<file path="config.mk">
export PLATFORM = sky130hd
export DESIGN_NAME = sim_safety_monitor
export DESIGN_NICKNAME = d
export VERILOG_FILES = /design/src/sim_pkg.sv /design/src/sim_pair_timer.sv /design/src/sim_safety_monitor.sv
export SDC_FILE = /design/constraint.sdc
export NUM_CORES = 1
export LEC_CHECK = 0
export ABC_AREA = 0
export BUFFER_PORTS_ARGS = -buffer_cell sky130_fd_sc_hd__buf_2
export CORE_ASPECT_RATIO = 0.9
export CORE_UTILIZATION = 40
export CTS_BUF_LIST = sky130_fd_sc_hd__clkbuf_16
export DETAILED_ROUTE_END_ITERATION = 6
export SYNTH_ARGS = -nofsm -noshare
export SYNTH_HDL_FRONTEND = slang
export SYNTH_SLANG_ARGS = --single-unit
</file>
<file path="constraint.sdc">
create_clock -name clk_sys -period 2.4 [get_ports clk_sys]
set_clock_uncertainty 0.05 [all_clocks]
set_input_delay 0.36 -clock clk_sys [delete_from_list [all_inputs] [get_ports clk_sys]]
set_output_delay 0.36 -clock clk_sys [all_outputs]
set_load 0.1 [all_outputs]
</file>
<file path="src/sim_pkg.sv">
// Purpose : shared constants of the safety interlock monitor
// Assumes : clk_sys at 250 MHz
// Notes   : times in their own unit, cycle counts derived from them
package sim_pkg;

  // =====================================================================
  // timing
  localparam longint unsigned CLK_HZ           = 64'd250_000_000;
  localparam longint unsigned DISAGREE_TIME_MS = 64'd2000;
  localparam longint unsigned DISAGREE_CYC_L   = (CLK_HZ * DISAGREE_TIME_MS + 64'd999) / 64'd1000;
  localparam int unsigned     DISAGREE_CYC     = 32'(DISAGREE_CYC_L);
  localparam int              TMR_W            = 32;

  // =====================================================================
  // synchroniser layout
  localparam int SYNC_STAGES = 3;
  localparam int NUM_IN      = 6;
  localparam int IN_DOOR1    = 0;
  localparam int IN_DOOR2    = 1;
  localparam int IN_STOP1    = 2;
  localparam int IN_STOP2    = 3;
  localparam int IN_RELEASE  = 4;
  localparam int IN_TEACH    = 5;

  // =====================================================================
  // reset values
  localparam logic [NUM_IN-1:0] SYNC_RST = 6'h00;
  localparam logic              FLAG_RST = 1'h0;

endpackage : sim_pkg

</file>
<file path="src/sim_pair_timer.sv">
// Purpose : times disagreement of one redundant input pair
// Assumes : both inputs already synchronised to clk_sys
// Notes   : expired stays high while the disagreement lasts past the limit
`timescale 1ns/1ps
module sim_pair_timer
  import sim_pkg::*;
#(
  parameter int unsigned LIMIT = DISAGREE_CYC
) (
  input  wire logic clk_sys,
  input  wire logic rst_n,
  input  wire logic chan_a,
  input  wire logic chan_b,
  output logic      expired
);

  logic [TMR_W-1:0] cnt_ff;
  logic [TMR_W-1:0] nxt_cnt;
  logic             exp_ff;
  logic             nxt_exp;

  // =====================================================================
  // next state
  always_comb begin
    nxt_cnt = cnt_ff;
    nxt_exp = 1'b0;
    if (chan_a == chan_b) begin
      nxt_cnt = '0;                                    // see RULE15
    end else if (cnt_ff >= TMR_W'(LIMIT - 1)) begin
      nxt_cnt = cnt_ff;
      nxt_exp = 1'b1;
    end else begin
      nxt_cnt = cnt_ff + TMR_W'(1);
    end
  end

  // =====================================================================
  // registers
  always_ff @(posedge clk_sys) begin
    if (!rst_n) begin
      cnt_ff <= '0;
      exp_ff <= FLAG_RST;
    end else begin
      cnt_ff <= nxt_cnt;
      exp_ff <= nxt_exp;
    end
  end

  assign expired = exp_ff;

endmodule : sim_pair_timer

</file>
<file path="src/sim_safety_monitor.sv">
// Purpose : safety door, teach mode and emergency stop monitor
// Assumes : contacts are high when closed; reset_cmd is a clk_sys pulse
// Notes   : pins pass three flops; a change counts when stages two and three agree
//
// Function
// RULE1 - latch door-open record while latch release is open, even after closing
// RULE2 - with latch release closed, do not latch; safety follows the door
// RULE3 - door latch clears only when door closed first, then release closed
// RULE4 - latch change into teach mode; release closure acknowledges it
// RULE5 - teach latch clears when selector is automatic, then release closed
// RULE6 - door channels disagreeing two seconds or more raise critical error
// RULE7 - stop channels disagreeing two seconds or more raise critical error
// RULE8 - safety indication active from open-door start until close then release
// RULE9 - stop pressed at start lights stop indicator and status
// RULE10 - stop state holds after button release until a reset command
// RULE11 - outside party delays door input until initialisation is over
// RULE12 - stop button is normally closed, latching, with double contacts
// RULE13 - clearing teach latch with door open keeps operation prohibited
// RULE14 - door opening pauses program or prohibits operation
// RULE15 - disagreement timer restarts when the pair agrees again
`timescale 1ns/1ps
module sim_safety_monitor
  import sim_pkg::*;
#(
  parameter int unsigned DISAGREE_LIMIT = DISAGREE_CYC
) (
  input  wire logic clk_sys,
  input  wire logic rst_n,
  input  wire logic door_channel_one_a,
  input  wire logic door_channel_two_a,
  input  wire logic stop_contact_one_a,
  input  wire logic stop_contact_two_a,
  input  wire logic door_latch_release_a,
  input  wire logic teach_mode_sel,
  input  wire logic reset_cmd,
  output logic      safety_active_ff,
  output logic      door_latched_ff,
  output logic      teach_latched_ff,
  output logic      estop_active_ff,
  output logic      critical_error_ff,
  output logic      program_pause_ff,
  output logic      motion_prohibit_ff
);

  // =====================================================================
  // input synchronisers
  logic [NUM_IN-1:0] pin_in;
  logic [NUM_IN-1:0] s1_ff;
  logic [NUM_IN-1:0] s2_ff;
  logic [NUM_IN-1:0] s3_ff;
  logic [NUM_IN-1:0] filt_ff;
  logic [NUM_IN-1:0] nxt_filt;

  assign pin_in[IN_DOOR1]   = door_channel_one_a;
  assign pin_in[IN_DOOR2]   = door_channel_two_a;
  assign pin_in[IN_STOP1]   = stop_contact_one_a;
  assign pin_in[IN_STOP2]   = stop_contact_two_a;
  assign pin_in[IN_RELEASE] = door_latch_release_a;
  assign pin_in[IN_TEACH]   = teach_mode_sel;

  always_comb begin
    nxt_filt = filt_ff;
    for (int i = 0; i < NUM_IN; i++) begin
      if (s2_ff[i] == s3_ff[i]) begin
        nxt_filt[i] = s3_ff[i];
      end
    end
  end

  always_ff @(posedge clk_sys) begin
    if (!rst_n) begin
      s1_ff   <= SYNC_RST;
      s2_ff   <= SYNC_RST;
      s3_ff   <= SYNC_RST;
      filt_ff <= SYNC_RST;
    end else begin
      s1_ff   <= pin_in;
      s2_ff   <= s1_ff;
      s3_ff   <= s2_ff;
      filt_ff <= nxt_filt;
    end
  end

  // =====================================================================
  // decoded conditions
  logic door_open;
  logic stop_pressed;
  logic release_closed;
  logic teach_now;
  logic door_err;
  logic stop_err;

  assign door_open      = !(filt_ff[IN_DOOR1] && filt_ff[IN_DOOR2]);
  assign stop_pressed   = !(filt_ff[IN_STOP1] && filt_ff[IN_STOP2]); // see RULE12
  assign release_closed = filt_ff[IN_RELEASE];
  assign teach_now      = filt_ff[IN_TEACH];

  // =====================================================================
  // disagreement timers
  sim_pair_timer #(
    .LIMIT   (DISAGREE_LIMIT)
  ) u_door_tmr (
    .clk_sys (clk_sys),
    .rst_n   (rst_n),
    .chan_a  (filt_ff[IN_DOOR1]),
    .chan_b  (filt_ff[IN_DOOR2]),
    .expired (door_err)                                // see RULE6
  );

  sim_pair_timer #(
    .LIMIT   (DISAGREE_LIMIT)
  ) u_stop_tmr (
    .clk_sys (clk_sys),
    .rst_n   (rst_n),
    .chan_a  (filt_ff[IN_STOP1]),
    .chan_b  (filt_ff[IN_STOP2]),
    .expired (stop_err)                                // see RULE7
  );

  // =====================================================================
  // release and selector edge history
  logic rel_prev_ff;
  logic teach_prev_ff;
  logic nxt_rel_prev;
  logic nxt_teach_prev;
  logic release_rise;
  logic teach_rise;

  assign release_rise = release_closed && !rel_prev_ff;
  assign teach_rise   = teach_now && !teach_prev_ff;

  always_comb begin
    nxt_rel_prev   = release_closed;
    nxt_teach_prev = teach_now;
  end

  always_ff @(posedge clk_sys) begin
    if (!rst_n) begin
      rel_prev_ff   <= FLAG_RST;
      teach_prev_ff <= FLAG_RST;
    end else begin
      rel_prev_ff   <= nxt_rel_prev;
      teach_prev_ff <= nxt_teach_prev;
    end
  end

  // =====================================================================
  // door latch
  logic nxt_door_latched;

  always_comb begin
    nxt_door_latched = door_latched_ff;
    if (door_open && !release_closed) begin
      nxt_door_latched = 1'h1;                         // see RULE1 RULE2
    end else if (release_rise && !door_open) begin
      nxt_door_latched = 1'h0;                         // see RULE3
    end
  end

  always_ff @(posedge clk_sys) begin
    if (!rst_n) begin
      door_latched_ff <= FLAG_RST;
    end else begin
      door_latched_ff <= nxt_door_latched;
    end
  end

  // =====================================================================
  // teach latch
  logic nxt_teach_latched;

  always_comb begin
    nxt_teach_latched = teach_latched_ff;
    if (teach_rise) begin
      nxt_teach_latched = 1'h1;                        // see RULE4
    end else if (release_rise && !teach_now) begin
      nxt_teach_latched = 1'h0;                        // see RULE4 RULE5
    end
  end

  always_ff @(posedge clk_sys) begin
    if (!rst_n) begin
      teach_latched_ff <= FLAG_RST;
    end else begin
      teach_latched_ff <= nxt_teach_latched;
    end
  end

  // =====================================================================
  // emergency stop and critical error
  logic nxt_estop;
  logic nxt_crit;

  always_comb begin
    nxt_estop = estop_active_ff;
    if (stop_pressed) begin
      nxt_estop = 1'h1;                                // see RULE9
    end else if (reset_cmd) begin
      nxt_estop = 1'h0;                                // see RULE10
    end

    nxt_crit = critical_error_ff;
    if (door_err || stop_err) begin
      nxt_crit = 1'h1;                                 // see RULE6 RULE7
    end else if (reset_cmd) begin
      nxt_crit = 1'h0;
    end
  end

  always_ff @(posedge clk_sys) begin
    if (!rst_n) begin
      estop_active_ff   <= FLAG_RST;
      critical_error_ff <= FLAG_RST;
    end else begin
      estop_active_ff   <= nxt_estop;
      critical_error_ff <= nxt_crit;
    end
  end

  // =====================================================================
  // indications
  logic nxt_safety;
  logic nxt_pause;
  logic nxt_prohibit;

  always_comb begin
    nxt_safety   = door_open || nxt_door_latched;      // see RULE2 RULE8
    nxt_pause    = door_open;                          // see RULE14
    nxt_prohibit = nxt_safety || nxt_teach_latched
                   || nxt_estop || nxt_crit;           // see RULE13 RULE14
  end

  always_ff @(posedge clk_sys) begin
    if (!rst_n) begin
      safety_active_ff   <= FLAG_RST;
      program_pause_ff   <= FLAG_RST;
      motion_prohibit_ff <= FLAG_RST;
    end else begin
      safety_active_ff   <= nxt_safety;
      program_pause_ff   <= nxt_pause;
      motion_prohibit_ff <= nxt_prohibit;
    end
  end

endmodule : sim_safety_monitor

</file>
==> results of run 1 <==
## cell type report
class | count | area, sq um | area share, %
Multi-Input combinational cell | 338 | 2040 | 43.3
Sequential cell | 99 | 1980 | 42.0
Clock buffer | 9 | 225 | 4.78
Timing Repair Buffer | 26 | 158 | 3.34
Tap cell | 126 | 158 | 3.34
Clock inverter | 7 | 123 | 2.60
Inverter | 7 | 26.3 | 0.557
## cells by family after synthesis
logic type / count (synthesis) / share of synthesized area (%)
buffers and inverters: 22 / 2.22
AO/OA/AOI/OAI: 55 / 9.24
XOR/XNOR: 46 / 9.79
flip-flops: 99 / 48.2
AND/OR/NAND/NOR: 233 / 29.4
adder cells (fa/ha/maj): 4 / 1.22
## routing by layer
| layer | vias up | GRT usage, % | share of wire (%) | wire length [um] |
|---|---|---|---|---|
| met5 | - | 0 | 0 | 0 |
| met4 | 0 | 6.96 | 1.8 | 141 |
| met3 | 11 | 4.27 | 4.6 | 360 |
| met2 | 53 | 23.5 | 42 | 3230 |
| met1 | 1466 | 21.0 | 52 | 4040 |
| li1 | 1658 | - | - | - |
## metrics by stage
stage	area (sq um)	util (%)	power, mW	hold WS (ns)	cells
floorplan	4120	-	1.76	0.362	459
global placement	4370	44.4	1.77	0.364	596
detailed placement	4370	44.4	1.77	0.369	596
CTS	4710	48.0	3.45	0.156	612
global route	4710	48.0	3.52	0.163	612
finish	4710	48.0	3.40	0.169	612
## final timing paths
| kind | end | slack (ns) | depth (start not counted) |
|---|---|---|---|
| max | u_door_tmr.cnt_ff[15]$_SDFFE_PP0N_ | 0.20 | 6 |
| max reg2reg | u_door_tmr.cnt_ff[15]$_SDFFE_PP0N_ | 0.20 | 6 |
| min | s1_ff[3]$_SDFF_PN0_ | 0.17 | 2 |
| min reg2reg | s2_ff[3]$_SDFF_PN0_ | 0.38 | 1 |
## flip-flops by register name, summed over array words and instances (netlist names)
name and flops:
u_stop_tmr.expired 1, s2_ff 6, u_stop_tmr.cnt_ff 32, u_door_tmr.expired 1, teach_latched_ff 1, door_latched_ff 1, critical_error_ff 1, teach_prev_ff 1
s3_ff 6, program_pause_ff 1, s1_ff 6, rel_prev_ff 1, u_door_tmr.cnt_ff 32, filt_ff 6, motion_prohibit_ff 1, estop_active_ff 1
safety_active_ff 1
## power by group
group	total [mW]	switching (mW)	internal [mW]
combinational	0.0700	0.0504	0.0196
sequential	1.67	0.00628	1.66
clock	1.67	0.637	1.03
total	3.40	0.694	2.71
## layout by cell type, fill, tap and decap left out, drive strengths merged, types with 2 or more instances in the layout
master / Yosys / layout
a21boi: 9 / 9
a21oi: 12 / 12
a311o: 2 / 2
a31oi: 5 / 5
and2: 23 / 23
and3: 18 / 18
and4: 3 / 3
buf: 2 / 26
bufinv: 0 / 3
clkbuf: 13 / 9
dfxtp: 99 / 99
ha: 4 / 4
inv: 7 / 11
nand2: 30 / 30
nand2b: 3 / 3
nand3: 32 / 32
nand4: 14 / 14
nand4b: 4 / 4
nor2: 60 / 60
nor3: 19 / 19
nor4: 10 / 10
o2111ai: 3 / 3
o21ai: 15 / 15
or3: 9 / 9
or4: 4 / 4
xnor2: 27 / 27
xor2: 19 / 19
==> reports/metrics.cfg, run 1 <==
[grt]
antenna_found_initial=0
grt_max_degree=31
grt_pass1_vias=2961
track_usage_pct=15.7
grt_pass1_wl_mm=13.4
grt-ovfl-total=0

[yosys]
synth_common_cells=dfxtp_1, nor2_1, nand3_1
synth.most_common_cell=dfxtp_1
synth.top_cell.area_share_pct=48.2
async_reset_ff_share_pct=0
synth-seq-cells=99
synth_area_sq_um=4120
synth_edf_count=0
yosysWarningCount=0
avgSynthCellArea_sq_um=8.97
yosys-top-cells-area=dfxtp_1, xnor2_1, nor2_1
syn_inst=459
yosys.cell_types.count=45
synth_ff_type=dfxtp_1
synth_top_cell_by_area=dfxtp_1
ys_seq_area_share_pct=48.2
syn_nets=472

[setup_path]
cp-end-kind=flop
cpPeakStageDelay_ns=0.53
path_max_fanout=6
startpoint=u_door_tmr.cnt_ff[8]$_SDFFE_PP0N_
setup.worst_path.class=reg2reg
crit_family=simple AND/OR/NAND/NOR gates
crit_arrival_ns=2.39
timing.rr.start=u_door_tmr.cnt_ff[8]$_SDFFE_PP0N_
slowest_stage=or4_1
crit_chain=or4_1 -> nor2_1 -> a2111oi_4 -> nor3_1 -> a31oi_1 -> a41o_2
critPathRequiredTime_ns=2.59
path_buf_inv=0
cp-start-kind=flop

[clock_tree]
root_buffer=clkbuf_16
clk_latency_ns=0.35
clk_pin_slew_ns=0.07
cts_tree=done
numCtsBuffers=9
h-tree-depth=3
clock_sinks=99
cts_hold_buffers=0
post_cts_buffers=0
max-clock-path-buffers=2
cts_resized=0

[floorplanning]
die_x_um=109
fp.dieArea_sq_um=10700
num_rows=34
pin_count=16
dieHeight_um=98.2
core_area_sq_um=9830
start_util_pct=41.9

[sta]
worst_pin_slew_ns=0.685
report.final.hold_viol_count=0
max_slew_margin_pct=54.3
min_period_ns=2.20
period_share_pct=91.6
worst_slack_ns=0.201
fmax_ghz=0.455
setup_tns_ns=0
setup_viol=0
rsz0062_at_grt=false
finalMaxSlewViolations=0

[power]
irDropWorstVdd_mv=0.488
leakage_nw=1.63
powerDensity_nw_per_um2=722

[run]
drv_cap=0

[finish]
fill_cells=920
n_antenna_cell=0
syn_to_final_growth_pct=14.5
nNetsFinal=494
drive_gt1_share_pct=10.1

[placement]
place_ws_ns=0.159
hpwlAfterDp_mm=5.18
portBuffers=15
gp_congestion=0.803

[drt]
drcViolationCount=0
via_count=3188
drtIter0Drc=202
drtPass1Iterations=4
ant_nets=0
post_drt_wl_per_cell_um=12.7
via_per_inst=5.21
wirelength_mm=7.77

[status]
status=finished clean

[hold_path]
holdCritPathClass=in2reg
worst_hold_startpoint=stop_contact_two_a

Power figures use the tool's default switching activity.
==> run 2, diff against run 1 <==
--- a/config.mk
+++ b/config.mk
@@ -6,11 +6,11 @@
 export NUM_CORES = 1
 export LEC_CHECK = 0
 export ABC_AREA = 0
-export BUFFER_PORTS_ARGS = -buffer_cell sky130_fd_sc_hd__buf_2
 export CORE_ASPECT_RATIO = 0.9
 export CORE_UTILIZATION = 40
 export CTS_BUF_LIST = sky130_fd_sc_hd__clkbuf_16
 export DETAILED_ROUTE_END_ITERATION = 6
+export DONT_BUFFER_PORTS = 1
 export SYNTH_ARGS = -nofsm -noshare
 export SYNTH_HDL_FRONTEND = slang
 export SYNTH_SLANG_ARGS = --single-unit
==> constraint.sdc (replaced) <==
create_clock -name clk_sys -period 2.4 [get_ports clk_sys]
set_clock_uncertainty 0.05 [all_clocks]
set_input_delay 0.36 -clock clk_sys [delete_from_list [all_inputs] [get_ports clk_sys]]
set_output_delay 0.36 -clock clk_sys [all_outputs]
set_load 0.01 [all_outputs]
==> run 2 against run 1 <==
Against the previous run: cell count is 2.1% lower; sequential share of layout area is 1.0 points higher; clock-buffer cell count stayed put; worst hold slack worse by 0.085 ns; critical path depth stayed put; final area is 2.3% lower; die area stayed put; clock power is 16% lower; core utilization is 1.1 points lower; fmax is 3.2% lower; first-iteration DRC count is 35% higher.
==> reports/metrics.cfg, run 2 (same netlist as run 1, synthesis figures left out) <==
[status]
status=finished clean

[finish]
layout_commonest_cell=dfxtp_1
multi_input_area_sq_um=2040
drive_gt1_share_pct=7.82
final_cell_mix=dfxtp_1, nor2_1, nand3_1
final-seq-area_sq_um=1980
fin_area_sq_um=4600
syn_to_final_growth_pct=11.9
reg_top3=u_door_tmr.cnt_ff (32), u_stop_tmr.cnt_ff (32)
fill_cells=939
n_antenna_cell=0
nNetsFinal=481

[floorplanning]
dieHeight_um=98.2
core_area_sq_um=9830
num_rows=34
die_x_um=109
pin_count=16
fp.dieArea_sq_um=10700
start_util_pct=41.9

[clock_tree]
post_cts_buffers=0
clk_pin_slew_ns=0.07
max-clock-path-buffers=2
numCtsBuffers=9
h-tree-depth=3
clock_sinks=99
root_buffer=clkbuf_16
cts_tree=done
clk_latency_ns=0.34

[placement]
portBuffers=0
hpwlAfterDp_mm=5.28
gp_congestion=0.802
post_dp_cell_area_sq_um=4310

[setup_path]
crit_arrival_ns=2.46
setup.worst_path.class=reg2reg
critPathRequiredTime_ns=2.59
path_max_fanout=5
cp-end-kind=flop
cp-start-kind=flop

[drt]
ant_nets=0
wirelength_mm=7.94
via_count=3152
drcViolationCount=0
via_per_inst=5.26
drtIter0Drc=272
post_drt_wl_per_cell_um=13.3
drtPass1Iterations=6

[power]
leakage_nw=1.55
intPower_mw=2.40
p_sw_share_pct=22.5
p_sw_mw=0.697
p_comb_share_pct=0.6
clock_power_share_pct=45.6
powerDensity_nw_per_um2=673
irDropWorstVdd_mv=0.440
pwr-share-seq_pct=53.8

[sta]
max_slew_margin_pct=55.1
report.final.hold_viol_count=0
finalMaxSlewViolations=0
worst_pin_slew_ns=0.673
fmax_ghz=0.440
period_share_pct=94.6
whs_ns=0.0839
min_period_ns=2.27
setup_tns_ns=0
setup_viol=0
rsz0062_at_grt=false

[grt]
track_usage_pct=15.9
use_met3_pct=4.81
met1_usage_pct=22.2
grt_max_degree=43
grt_pass1_wl_mm=13.7
top_usage_layer=met2
grt_pass1_vias=2935
antenna_found_initial=0
grt-ovfl-total=0
grt.met2_usage_pct=23.7

[hold_path]
holdCritPathClass=in2reg

[run]
drv_cap=0

## run 2: cell count changes in the layout (fill, tap and decap cells not counted), sizes merged
| cell | previous run | this run |
|---|---|---|
| buf | 26 | 13 |
| bufinv | 3 | 0 |
| clkinv | 0 | 3 |
| clkinvlp | 0 | 1 |
| inv | 11 | 10 |
## run 2: metrics by stage
step / instances / utilization [%] / total power [mW] / setup slack, ns
6_report: 599 / 46.8 / 3.10 / 0.128
5_1_grt: 599 / 46.8 / 3.21 / 0.0279
2_1_floorplan: 459 / - / 1.73 / 0.252
3_3_place_gp: 583 / 43.8 / 1.72 / 0.190
4_1_cts: 599 / 46.8 / 3.14 / 0.137
3_5_place_dp: 583 / 43.8 / 1.72 / 0.177
## run 2: critical path, cell delays in order, from the launching register on
cell and delay [ns]:
dfxtp_1 0.36, or4_1 0.52, nor2_1 0.20, a2111oi_4 0.13, nor3_1 0.50, a31oi_1 0.16
a41o_2 0.24
## run 2: timing repair
action | in CTS | in global routing
setup endpoints to repair | 0 | 6
endpoints found under the hold margin | 0 | 0
gates resized for setup | 0 | 1
hold buffers | 0 | 0
## run 2: power groups by stage
stage / clock (mW) / combinational (mW) / sequential (mW)
final: 1.41 / 0.0177 / 1.67
after global routing: 1.52 / 0.0198 / 1.67
after CTS: 1.45 / 0.0181 / 1.67
after detailed placement: 0 / 0.0177 / 1.71
after global placement: 0 / 0.0171 / 1.71
after floorplan: 0 / 0.0211 / 1.70
## run 2: final cells by class
cell class,instances,area share [%]
Clock buffer,9,4.89
Sequential cell,99,43.1
Tap cell,126,3.42
Inverter,7,0.571
Multi-Input combinational cell,338,44.4
Clock inverter,7,1.49
Timing Repair Buffer,13,2.20
## run 2: layer usage
layer  wire, um  vias up
met5          0        -
met4         83        0
met3        302        9
met2       3440       49
met1       4110     1463
li1           -     1631
## run 2: worst paths after layout
path | startpoint | endpoint | slack [ns] | cells after the start
setup / recovery | u_door_tmr.cnt_ff[9]$_SDFFE_PP0N_ | u_door_tmr.cnt_ff[15]$_SDFFE_PP0N_ | 0.13 | 6
hold / removal | rst_n | s2_ff[4]$_SDFF_PN0_ | 0.08 | 1
setup reg to reg | u_door_tmr.cnt_ff[9]$_SDFFE_PP0N_ | u_door_tmr.cnt_ff[15]$_SDFFE_PP0N_ | 0.13 | 6
hold reg to reg | s1_ff[2]$_SDFF_PN0_ | s2_ff[2]$_SDFF_PN0_ | 0.38 | 1
